===== src/asb_regs.svh =====
// Register offsets, field positions and reset values of the second-slot config bank
`ifndef ASB_REGS_SVH
`define ASB_REGS_SVH
`define ASB_ADDR_TIMING      8'h3b
`define ASB_ADDR_MODE_GAIN   8'h44
`define ASB_ADDR_PATH        8'h45
`define ASB_ADDR_DIG_INT     8'h58
`define ASB_ADDR_CH234_GAIN  8'h55
`define ASB_RST_TIMING       16'h22fc
`define ASB_RST_MODE_GAIN    16'h1c38
`define ASB_RST_PATH         16'hada5
`define ASB_RST_DIG_INT      16'h0000
`define ASB_MODE_FULL        8'h1c
`define ASB_MODE_DIG_INT     8'h1d
`define ASB_PATH_FULL        16'hada5
`define ASB_PATH_AMP_BUF     16'hae65
`define ASB_PATH_AMP_NOBUF   16'hb065
`define ASB_WIDTH_MSB        15
`define ASB_WIDTH_LSB        11
`define ASB_COARSE_MSB       10
`define ASB_COARSE_LSB       5
`define ASB_FINE_MSB         4
`define ASB_FINE_LSB         0
`define ASB_MODE_MSB         15
`define ASB_MODE_LSB         8
`define ASB_BUF_BIT          7
`define ASB_IND_BIT          6
`define ASB_BIAS_MSB         5
`define ASB_BIAS_LSB         4
`define ASB_GAIN_MSB         1
`define ASB_GAIN_LSB         0
`define ASB_DIGB_BIT         13
`define ASB_DIGA_BIT         12
`endif


===== src/asb_pkg.sv =====
// Types of the second-slot config bank
package asb_pkg;
	typedef struct packed {
		logic [15:0] timing;
		logic [15:0] mode_gain;
		logic [15:0] path;
		logic [15:0] dig_int;
		logic [15:0] rdata;
	} asb_state_t;
endpackage


===== src/asb_config_bank.sv =====
// Second time slot front-end configuration register bank
// Overview of operation
// - Five-bit window width in timing bits 15:11, 1 us units, reset 0x04.
// - Six-bit coarse window offset in timing bits 10:5, 1 us units, reset 0x17.
// - Five-bit fine window offset in timing bits 4:0, 31.25 ns steps, reset 0x1C.
// - Buffer bit or digital integrate mode turns integrator into a buffer.
// - Per-channel enable takes channel 1 locally, channels 2-4 from 0x55 bits 11:6.
// - Gain code 0..3 means 200k..25k ohm; one channel or all four.
// - Two-bit amplifier bias select, reset code 3.
// - Digital integration register bit 13 enables second-slot digital integration.
// - Digital integration register bit 12 enables first-slot digital integration.
`include "asb_regs.svh"
module asb_config_bank (
	// Clock and reset
	input  wire logic        clk,
	input  wire logic        rst_b,
	// Register port from the serial control interface
	input  wire logic        reg_wr,
	input  wire logic        reg_rd,
	input  wire logic [7:0]  reg_addr,
	input  wire logic [15:0] reg_wdata,
	output logic      [15:0] reg_rdata,
	output logic             reg_hit,
	// Channel 2-4 gain word from register 0x55 bits 11:6
	input  wire logic [5:0]  ch234_gain_src,
	// Timing to the slot sequencer
	output logic [4:0]       second_slot_window_width,
	output logic [5:0]       second_slot_window_coarse_offset,
	output logic [4:0]       second_slot_window_fine_offset,
	// Front-end controls
	output logic [7:0]       second_slot_frontend_mode,
	output logic             second_slot_integrator_as_buffer,
	output logic             second_slot_per_channel_gain_enable,
	output logic [1:0]       second_slot_amp_bias_select,
	output logic [7:0]       second_slot_channel_gain,
	output logic [15:0]      second_slot_path_connection,
	output logic             second_slot_digital_integration_enable,
	output logic             first_slot_digital_integration_enable
);
	asb_pkg::asb_state_t s_q;
	asb_pkg::asb_state_t s_d;

	function automatic logic addr_known(input logic [7:0] a);
		addr_known = (a == `ASB_ADDR_TIMING) || (a == `ASB_ADDR_MODE_GAIN) ||
			(a == `ASB_ADDR_PATH) || (a == `ASB_ADDR_DIG_INT);
	endfunction

	// Read multiplexer; unmapped offsets read as zero
	function automatic logic [15:0] read_word(input asb_pkg::asb_state_t s, input logic [7:0] a);
		unique case (a)
			`ASB_ADDR_TIMING:    read_word = s.timing;
			`ASB_ADDR_MODE_GAIN: read_word = s.mode_gain;
			`ASB_ADDR_PATH:      read_word = s.path;
			`ASB_ADDR_DIG_INT:   read_word = s.dig_int;
			default:             read_word = 16'h0000;
		endcase
	endfunction

	always_comb begin
		s_d = s_q;
		if (reg_wr) begin
			unique case (reg_addr)
				`ASB_ADDR_TIMING:    s_d.timing = reg_wdata;
				`ASB_ADDR_MODE_GAIN: s_d.mode_gain = reg_wdata;
				`ASB_ADDR_PATH:      s_d.path = reg_wdata;
				`ASB_ADDR_DIG_INT:   s_d.dig_int = reg_wdata;
				default:             s_d = s_q;
			endcase
		end
		if (reg_rd) begin
			s_d.rdata = read_word(s_q, reg_addr);
		end
	end

	always_ff @(posedge clk) begin
		if (!rst_b) begin
			s_q.timing    <= `ASB_RST_TIMING;
			s_q.mode_gain <= `ASB_RST_MODE_GAIN;
			s_q.path      <= `ASB_RST_PATH;
			s_q.dig_int   <= `ASB_RST_DIG_INT;
			s_q.rdata     <= 16'h0000;
		end else begin
			s_q <= s_d;
		end
	end

	assign reg_rdata = s_q.rdata;
	assign reg_hit   = addr_known(reg_addr);

	assign second_slot_window_width         = s_q.timing[`ASB_WIDTH_MSB:`ASB_WIDTH_LSB];
	assign second_slot_window_coarse_offset = s_q.timing[`ASB_COARSE_MSB:`ASB_COARSE_LSB];
	assign second_slot_window_fine_offset   = s_q.timing[`ASB_FINE_MSB:`ASB_FINE_LSB];
	assign second_slot_frontend_mode        = s_q.mode_gain[`ASB_MODE_MSB:`ASB_MODE_LSB];
	assign second_slot_integrator_as_buffer = s_q.mode_gain[`ASB_BUF_BIT] ||
		(second_slot_frontend_mode == `ASB_MODE_DIG_INT);
	assign second_slot_per_channel_gain_enable = s_q.mode_gain[`ASB_IND_BIT];
	assign second_slot_amp_bias_select      = s_q.mode_gain[`ASB_BIAS_MSB:`ASB_BIAS_LSB];
	// Channel 1 in bits 1:0, channel 4 in bits 7:6
	logic [1:0] shared_gain;
	assign shared_gain = s_q.mode_gain[`ASB_GAIN_MSB:`ASB_GAIN_LSB];
	for (genvar ch = 0; ch < 4; ch++) begin : g_chan_gain
		if (ch == 0) begin : g_local
			assign second_slot_channel_gain[1:0] = shared_gain;
		end else begin : g_remote
			assign second_slot_channel_gain[2*ch+1:2*ch] = second_slot_per_channel_gain_enable ?
				ch234_gain_src[2*ch-1:2*ch-2] : shared_gain;
		end
	end
	assign second_slot_path_connection = s_q.path;
	assign second_slot_digital_integration_enable = s_q.dig_int[`ASB_DIGB_BIT];
	assign first_slot_digital_integration_enable  = s_q.dig_int[`ASB_DIGA_BIT];

	a_width_write: assert property (@(posedge clk) disable iff (!rst_b)
		reg_wr && reg_addr == `ASB_ADDR_TIMING |=> second_slot_window_width == $past(reg_wdata[15:11]))
		else $error("window width not loaded");
	a_coarse_write: assert property (@(posedge clk) disable iff (!rst_b)
		reg_wr && reg_addr == `ASB_ADDR_TIMING |=> second_slot_window_coarse_offset == $past(reg_wdata[10:5]))
		else $error("coarse offset not loaded");
	a_fine_write: assert property (@(posedge clk) disable iff (!rst_b)
		reg_wr && reg_addr == `ASB_ADDR_TIMING |=> second_slot_window_fine_offset == $past(reg_wdata[4:0]))
		else $error("fine offset not loaded");
	a_buf_forced: assert property (@(posedge clk) disable iff (!rst_b)
		second_slot_frontend_mode == 8'h1d || s_q.mode_gain[7] |-> second_slot_integrator_as_buffer)
		else $error("integrator not converted to buffer");
	a_gain_shared: assert property (@(posedge clk) disable iff (!rst_b)
		!second_slot_per_channel_gain_enable |-> second_slot_channel_gain[7:6] == s_q.mode_gain[1:0])
		else $error("shared gain not applied to channel 4");
	a_gain_indiv: assert property (@(posedge clk) disable iff (!rst_b)
		second_slot_per_channel_gain_enable |-> second_slot_channel_gain[7:2] == ch234_gain_src)
		else $error("individual gains not taken from source");
	a_bias_reset: assert property (@(posedge clk)
		!rst_b |=> second_slot_amp_bias_select == 2'h3 && second_slot_path_connection == 16'hada5)
		else $error("bias or path reset value wrong");
	a_digb_write: assert property (@(posedge clk) disable iff (!rst_b)
		reg_wr && reg_addr == `ASB_ADDR_DIG_INT |=> second_slot_digital_integration_enable == $past(reg_wdata[13]))
		else $error("slot B digital enable not loaded");
	a_diga_write: assert property (@(posedge clk) disable iff (!rst_b)
		reg_wr && reg_addr == `ASB_ADDR_DIG_INT |=> first_slot_digital_integration_enable == $past(reg_wdata[12]))
		else $error("slot A digital enable not loaded");
	a_path_read: assert property (@(posedge clk) disable iff (!rst_b)
		reg_rd && !reg_wr && reg_addr == `ASB_ADDR_PATH ##1 !reg_wr |-> reg_rdata == second_slot_path_connection)
		else $error("path read mismatch");

	// Field values after reset
	a_width_reset: assert property (@(posedge clk)
		!rst_b
		|=> second_slot_window_width == 5'h04)
		else $error("window width reset value wrong");
	a_coarse_reset: assert property (@(posedge clk)
		!rst_b
		|=> second_slot_window_coarse_offset == 6'h17)
		else $error("coarse offset reset value wrong");
	a_fine_reset: assert property (@(posedge clk)
		!rst_b
		|=> second_slot_window_fine_offset == 5'h1c)
		else $error("fine offset reset value wrong");
	a_mode_reset: assert property (@(posedge clk)
		!rst_b
		|=> second_slot_frontend_mode == 8'h1c)
		else $error("mode reset value wrong");
	a_buf_reset: assert property (@(posedge clk)
		!rst_b
		|=> !second_slot_integrator_as_buffer)
		else $error("buffer set after reset");
	a_indiv_reset: assert property (@(posedge clk)
		!rst_b
		|=> !second_slot_per_channel_gain_enable)
		else $error("individual gain set after reset");
	a_gain_reset: assert property (@(posedge clk)
		!rst_b
		|=> second_slot_channel_gain == 8'h00)
		else $error("gain reset value wrong");
	a_digb_reset: assert property (@(posedge clk)
		!rst_b
		|=> !second_slot_digital_integration_enable)
		else $error("second slot digital enable set after reset");
	a_diga_reset: assert property (@(posedge clk)
		!rst_b
		|=> !first_slot_digital_integration_enable)
		else $error("first slot digital enable set after reset");
	a_rdata_reset: assert property (@(posedge clk)
		!rst_b
		|=> reg_rdata == 16'h0000)
		else $error("read data not cleared by reset");
	a_modegain_reset: assert property (@(posedge clk)
		!rst_b
		|=> s_q.mode_gain == 16'h1c38)
		else $error("mode and gain word reset value wrong");

	// Writes to single fields and to whole register words
	a_mode_write: assert property (@(posedge clk) disable iff (!rst_b)
		reg_wr && reg_addr == `ASB_ADDR_MODE_GAIN
		|=> second_slot_frontend_mode == $past(reg_wdata[15:8]))
		else $error("mode not loaded");
	a_bufbit_write: assert property (@(posedge clk) disable iff (!rst_b)
		reg_wr && reg_addr == `ASB_ADDR_MODE_GAIN && reg_wdata[7]
		|=> second_slot_integrator_as_buffer)
		else $error("buffer bit not applied");
	a_buf_clear: assert property (@(posedge clk) disable iff (!rst_b)
		reg_wr && reg_addr == `ASB_ADDR_MODE_GAIN && !reg_wdata[7] && reg_wdata[15:8] != 8'h1d
		|=> !second_slot_integrator_as_buffer)
		else $error("buffer set without cause");
	a_indiv_write: assert property (@(posedge clk) disable iff (!rst_b)
		reg_wr && reg_addr == `ASB_ADDR_MODE_GAIN
		|=> second_slot_per_channel_gain_enable == $past(reg_wdata[6]))
		else $error("individual gain enable not loaded");
	a_bias_write: assert property (@(posedge clk) disable iff (!rst_b)
		reg_wr && reg_addr == `ASB_ADDR_MODE_GAIN
		|=> second_slot_amp_bias_select == $past(reg_wdata[5:4]))
		else $error("bias select not loaded");
	a_gain_write: assert property (@(posedge clk) disable iff (!rst_b)
		reg_wr && reg_addr == `ASB_ADDR_MODE_GAIN
		|=> second_slot_channel_gain[1:0] == $past(reg_wdata[1:0]))
		else $error("channel 1 gain not loaded");
	a_modegain_write: assert property (@(posedge clk) disable iff (!rst_b)
		reg_wr && reg_addr == `ASB_ADDR_MODE_GAIN
		|=> s_q.mode_gain == $past(reg_wdata))
		else $error("mode and gain word not stored whole");
	a_timing_word: assert property (@(posedge clk) disable iff (!rst_b)
		reg_wr && reg_addr == `ASB_ADDR_TIMING
		|=> s_q.timing == $past(reg_wdata))
		else $error("timing word not stored whole");
	a_path_write: assert property (@(posedge clk) disable iff (!rst_b)
		reg_wr && reg_addr == `ASB_ADDR_PATH
		|=> second_slot_path_connection == $past(reg_wdata))
		else $error("path word not loaded");
	a_dig_word: assert property (@(posedge clk) disable iff (!rst_b)
		reg_wr && reg_addr == `ASB_ADDR_DIG_INT
		|=> s_q.dig_int == $past(reg_wdata))
		else $error("digital integration word not stored whole");

	// Registers hold unless written; read data holds unless read
	a_timing_hold: assert property (@(posedge clk) disable iff (!rst_b)
		!(reg_wr && reg_addr == `ASB_ADDR_TIMING)
		|=> $stable(s_q.timing))
		else $error("timing changed without write");
	a_mode_hold: assert property (@(posedge clk) disable iff (!rst_b)
		!(reg_wr && reg_addr == `ASB_ADDR_MODE_GAIN)
		|=> $stable(s_q.mode_gain))
		else $error("mode and gain changed without write");
	a_path_hold: assert property (@(posedge clk) disable iff (!rst_b)
		!(reg_wr && reg_addr == `ASB_ADDR_PATH)
		|=> $stable(s_q.path))
		else $error("path changed without write");
	a_dig_hold: assert property (@(posedge clk) disable iff (!rst_b)
		!(reg_wr && reg_addr == `ASB_ADDR_DIG_INT)
		|=> $stable(s_q.dig_int))
		else $error("digital integration changed without write");
	a_rdata_hold: assert property (@(posedge clk) disable iff (!rst_b)
		!reg_rd
		|=> $stable(reg_rdata))
		else $error("read data changed without read");
	a_unmapped_write: assert property (@(posedge clk) disable iff (!rst_b)
		reg_wr && !addr_known(reg_addr)
		|=> $stable(s_q.timing) && $stable(s_q.mode_gain) && $stable(s_q.path) && $stable(s_q.dig_int))
		else $error("unmapped write changed a register");

	// Read data
	a_timing_read: assert property (@(posedge clk) disable iff (!rst_b)
		reg_rd && reg_addr == `ASB_ADDR_TIMING
		|=> reg_rdata == $past(s_q.timing))
		else $error("timing read mismatch");
	a_mg_read: assert property (@(posedge clk) disable iff (!rst_b)
		reg_rd && reg_addr == `ASB_ADDR_MODE_GAIN
		|=> reg_rdata == $past(s_q.mode_gain))
		else $error("mode and gain read mismatch");
	a_path_readback: assert property (@(posedge clk) disable iff (!rst_b)
		reg_rd && reg_addr == `ASB_ADDR_PATH
		|=> reg_rdata == $past(s_q.path))
		else $error("path read returned wrong word");
	a_dig_read: assert property (@(posedge clk) disable iff (!rst_b)
		reg_rd && reg_addr == `ASB_ADDR_DIG_INT
		|=> reg_rdata == $past(s_q.dig_int))
		else $error("digital integration read mismatch");
	a_unmapped_read: assert property (@(posedge clk) disable iff (!rst_b)
		reg_rd && !addr_known(reg_addr)
		|=> reg_rdata == 16'h0000)
		else $error("unmapped read not zero");

	// Gain routing and buffer selection
	a_gain_ch1_local: assert property (@(posedge clk) disable iff (!rst_b)
		second_slot_per_channel_gain_enable
		|-> second_slot_channel_gain[1:0] == s_q.mode_gain[1:0])
		else $error("channel 1 gain not local");
	a_gain_shared_mid: assert property (@(posedge clk) disable iff (!rst_b)
		!second_slot_per_channel_gain_enable
		|-> second_slot_channel_gain[5:2] == {2{s_q.mode_gain[1:0]}})
		else $error("shared gain not applied to channels 2 and 3");
	a_buf_off: assert property (@(posedge clk) disable iff (!rst_b)
		!s_q.mode_gain[7] && second_slot_frontend_mode != 8'h1d
		|-> !second_slot_integrator_as_buffer)
		else $error("integrator converted without cause");

	c_dig_mode: cover property (@(posedge clk) disable iff (!rst_b)
		second_slot_frontend_mode == 8'h1d && second_slot_digital_integration_enable);
	c_indiv_gain: cover property (@(posedge clk) disable iff (!rst_b) second_slot_per_channel_gain_enable);
	c_path_nobuf: cover property (@(posedge clk) disable iff (!rst_b) second_slot_path_connection == 16'hb065);
	c_buf_bit: cover property (@(posedge clk) disable iff (!rst_b)
		second_slot_integrator_as_buffer && second_slot_frontend_mode == 8'h1c);
	c_unmapped_read: cover property (@(posedge clk) disable iff (!rst_b)
		reg_rd && !reg_hit);
endmodule


===== config.mk =====
export PLATFORM = sky130hd
export DESIGN_NAME = asb_config_bank
export DESIGN_NICKNAME = d
export VERILOG_FILES = /design/src/asb_pkg.sv /design/src/asb_config_bank.sv
export VERILOG_INCLUDE_DIRS = /design/src
export SDC_FILE = /design/constraint.sdc
export NUM_CORES = 1
export LEC_CHECK = 0
export BUFFER_PORTS_ARGS = -buffer_cell sky130_fd_sc_hd__clkbuf_2
export CAP_MARGIN = 20
export CORE_ASPECT_RATIO = 0.5
export CORE_UTILIZATION = 53
export CTS_CLUSTER_SIZE = 24
export DETAILED_ROUTE_END_ITERATION = 10
export PLACE_DENSITY = 0.82
export SETUP_SLACK_MARGIN = 0.15
export SYNTH_ARGS = -nofsm -noshare
export SYNTH_HDL_FRONTEND = slang
export SYNTH_SLANG_ARGS = --single-unit
export TNS_END_PERCENT = 5

===== constraint.sdc =====
create_clock -name clk -period 3.1 [get_ports clk]
set_input_delay 0.155 -clock clk [delete_from_list [all_inputs] [get_ports clk]]
set_output_delay 0.155 -clock clk [all_outputs]
set_load 0.005 [all_outputs]

### Word-level counts from Yosys, hierarchy flattened

Cells that the tools add are included.
Widths: inputs -> output; s select.

* $add $sub $neg: 0
* multipliers: 0
* divide/modulo/power cells: 0
* order comparisons: 0
* eq/ne operators: 5
* shifts and indexed selects: 0
* multiplexer cells: 5
* bitwise operators: 0
* reduce and logical (&&, ||, !) cells: 8

Operator list (count)
* $pmux 16 s4: 1
* $eq 8x7->1 const B: 3
* $mux 16: 1
* $eq 8x5->1 const B: 1
* $eq 8x6->1 const B: 1
* $reduce_and 2->1: 4
* $mux 2: 3
* $logic_or 1x1->1: 4

* bits in registers: 80
* latch bits: 0
* RAM bits: 0
* bits in read-only memories: 0
* input bits: 34
* output and inout port bits: 71
* word-level logic and storage cells: 23
* memories kept: 0

### Longest topological paths before layout

* depth after elaboration: 4
* depth in mapped cells: 7
* depth with buffers taken out: 4

### Worst setup path before layout

Ideal clock, no wire load.

* kind: input to register
* start point: input reg_addr[1]
* end point: register s_q, in the netlist first_slot_digital_integration_enable
* library setup time: 117 ps
* arrival: 1502 ps
* data required time: 2983 ps
* setup slack: 1481 ps
* stages on the path: 7
* path buffers: 3
* cell sequence: or3b_1 -> buf_2 -> or4_1 -> buf_2 -> buf_6 -> nand2_1 -> a21boi_1

* longest elaborated chain between the ends: 2

Ends and longest elaborated chain
* from (decl): RTL line asb_config_bank.sv:20 `input wire logic [7:0] reg_addr,`
* $eq 8x7->1: RTL line asb_config_bank.sv:62 `unique case (reg_addr)`
* $reduce_and 2->1 (no source line)
* to (decl): RTL line asb_config_bank.sv:40 `asb_pkg::asb_state_t s_q;`

No other way between the ends.
A chain may end at the register's enable or synchronous reset.

### Worst setup path in the final report

* start point: input reg_addr[0]
* end point: output reg_hit

* longest elaborated chain between the ends: 4
* elaborated cells on any way between the ends: 7
* classes of those cells: eq/ne (4); reduce/logical (3)

Ends and longest elaborated chain
* $eq 8x6->1 or $eq 8x7->1 (tied branches)
* $logic_or 1x1->1 (2 in a row): RTL line asb_config_bank.sv:44 `` addr_known = (a == `ASB_ADDR_TIMING) || (a == `ASB_ADDR_MODE_GAIN) || ``
* $logic_or 1x1->1 *: RTL line asb_config_bank.sv:44
* to (decl): RTL line asb_config_bank.sv:23 `output logic reg_hit,`

Every way passes the cells marked *; elsewhere a longest branch is shown, timed or not.

==> metrics.txt <==
Crit. End Element output port; Max clock buf depth 2; CTS buffer count 9; total number of vias 3276; Max Fclk 0.475 GHz; Synth area leaders dfxtp_1, buf_4, nand2_1; Post-synth EDFFs 0; Total Wirelength 9600 um; max-slew violation count 0; # IOs 105; FP Rows 21; status finished, final reports clean; First DRT Iteration DRCs 523; maximum vdd ir drop 283 uV; Tot GR Track Use 26.4%; Worst Tran Pin Value 0.943 ns; CTS tree done; routability congestion estimate 0.822; Post-Syn Nets 486; largest net degree at the start of global routing 73; Clock Sinks 80; Initial Utilization 56.6%; CP Launch Type primary input; Post-Place Cell Area 0.00397 mm2; Clock transition at path regs 0.06 ns; Post-CTS Setup Inserts 0; post-cts resize count 0; final period utilization 68.0%; synth unique cells 33; min Tclk post-route 2.11 ns; Seq pwr share 46.9%; CP most frequent cell clkbuf_2; die area 0.00771 mm2; DIE WIDTH 123 um; Design Area, Final 0.00428 mm2; cell taking the most area after synthesis dfxtp_1; sequential-to-total area share from yosys stat 41.1%; PortBufs 104; Core ar. 0.00688 mm2; share of post-route cells with drive strength above 1 30.8%; post-DR wirelength/cell 16.7 um; Yosys warnings 0; most used flip-flop cell after synthesis dfxtp_1; final setup vio count 0; antenna violations before repair 0; post-route ant nets 0; area share of the largest cell type after synthesis 41.1%; Synth Area in XOR/XNOR 0%; mux contribution to synthesized area 8.48%; Critical Setup Path Class primary input to output port; hold path startpoint reg_wdata[8]; first drt pass iteration count 8; Hold Crit Class primary input to flop; Synth Instances 452; Compound-Gate Fraction of Synth Area 13.7%; Final TNS setup 0 ns; unrepaired setup endpoints after global routing false; CTS HTree Levels 3; crit-path max cell delay 0.67 ns; first-pass GRT wire length 15600 um; clk root buf clkbuf_16; grt ovf 0; Place WS 0.718 ns; sw frac 21.0%; hpwl dp 6240 um; ant diodes 0; Final Hold Vio Count 0; vias per cell 5.69; worst-skew pair later-pin latency 0.33 ns; mapped cell area 0.00389 mm2; gr busiest metal met2; fraction of registers with async set/reset 0%; Post-Synth Adder-Cell Area 0%; combinational fraction of design power 4.8%; worst path required time 2.94 ns; met1 Use GR 35.1%; CP max-delay cell or4b_4; Max-slew headroom 37.0%; syn avg cell area 8.61 um2; chip height 62.6 um; synthesis-to-finish area growth 9.86%; pwr/cell area 513 mW/mm2; Design Power 2.20 mW; Hold Path Stages 3; register bit total from synthesis 80; final worst setup slack 0.993 ns; internal power 1.73 mW; skew final 0.00444 ns; DR DRC count 0; reg-to-reg startpoint second_slot_per_channel_gain_enable; largest family of logic cells by synthesized area simple AND/OR/NAND/NOR gates; worst path cell trace clkbuf_2, or4b_4, nor3_4, buf_4, or3_1, clkbuf_2; vias in the first global route 3103; leakage 1.86 nW; GR Util met3 7.66%; CP Max Fanout 33; simple-gate share of the synthesized area 20.7%; Worst EP arrival 1.95 ns; maxcap violations 0; Clock Power Share 48.3%; Net Switching 461 uW; Worst Reg2Reg Path Length in Cells 3; final net count 513; Critical Path Source reg_addr[0]; CTS Hold Bufs 0; GR Layer Usage met2 40.9%
-- cell usage in the layout (no fill, tap or decap), drive strengths merged, types with 3 or more instances in the layout --
master  count
a21boi     24
mux2       16
nand2      88
mux2i      15
dfxtp      80
clkbuf    117
or4         3
buf         8
nand3      57
o21ai      33
a222oi     16
nor2b       3
nand4       3
-- routing by layer --
metal	part of all wire (%)	routed length [um]
met1	45	4290
met2	46	4450
met3	7.9	756
met4	1.1	105
met5	0	0
-- registers in the layout (all words and copies together), names as in the netlist, 2 cells and up --
name,flops
reg_rdata,16
s_q,17
second_slot_amp_bias_select,2
second_slot_channel_gain,2
second_slot_frontend_mode,8
second_slot_path_connection,16
second_slot_window_coarse_offset,6
second_slot_window_fine_offset,5
second_slot_window_width,5
-- path summary, 6_finish.rpt --
kind / to / slack [ns]
setup / recovery: reg_hit / 0.99
hold / removal: second_slot_frontend_mode[0] / 0.09
setup reg to reg: reg_rdata[6] / 1.90
hold reg to reg: reg_rdata[12] / 0.45
-- through the flow --
| step | utilization (%) | hold slack (ns) | std cells |
|---|---|---|---|
| 2_1_floorplan | - | 0.280 | 452 |
| 3_3_place_gp | 57.6 | 0.425 | 559 |
| 3_5_place_dp | 57.6 | 0.429 | 559 |
| 4_1_cts | 62.0 | 0.0804 | 575 |
| 5_1_grt | 62.1 | 0.0970 | 576 |
| 6_report | 62.1 | 0.0902 | 576 |
-- worst max-delay path, delay by kind of cell --
| kind | cells | cell delay (ns) |
|---|---|---|
| and+or+nand+nor | 3 | 0.98 |
| buffers and inverters | 3 | 0.81 |
-- cell type report --
type | instances | area, um2
multi-input combinational | 274 | 1670
fill | 610 | 2610
tap | 92 | 115
sequential | 80 | 1600
inverter | 2 | 7.51
clock inverter | 3 | 40.0
clock buffer | 13 | 260
timing repair buffer | 112 | 584
-- power groups by stage --
| stage | clock (mW) | combinational (mW) | sequential [mW] |
|---|---|---|---|
| after global placement | 0 | 0.101 | 1.05 |
| after CTS | 1.06 | 0.102 | 1.03 |
| after detailed placement | 0 | 0.102 | 1.05 |
| after global routing | 1.12 | 0.113 | 1.03 |
| after floorplan | 0 | 0.0568 | 1.05 |
| final | 1.06 | 0.104 | 1.03 |
-- synthesized netlist by cell type (11+ instances only) --
cell	count
nand3_1	57
mux2_2	16
o21ai_0	18
dfxtp_1	80
a21boi_1	11
a222oi_1	16
buf_2	12
nand2_1	88
o21ai_1	15
a21boi_0	13
clkbuf_1	19
mux2i_1	15
buf_4	60
-- kinds of logic after synthesis --
kind of cell | Yosys count
buf+inv | 98
simple gates | 168
mux | 31
compound gates | 75
flops | 80
Power figures use the tool's default switching activity.
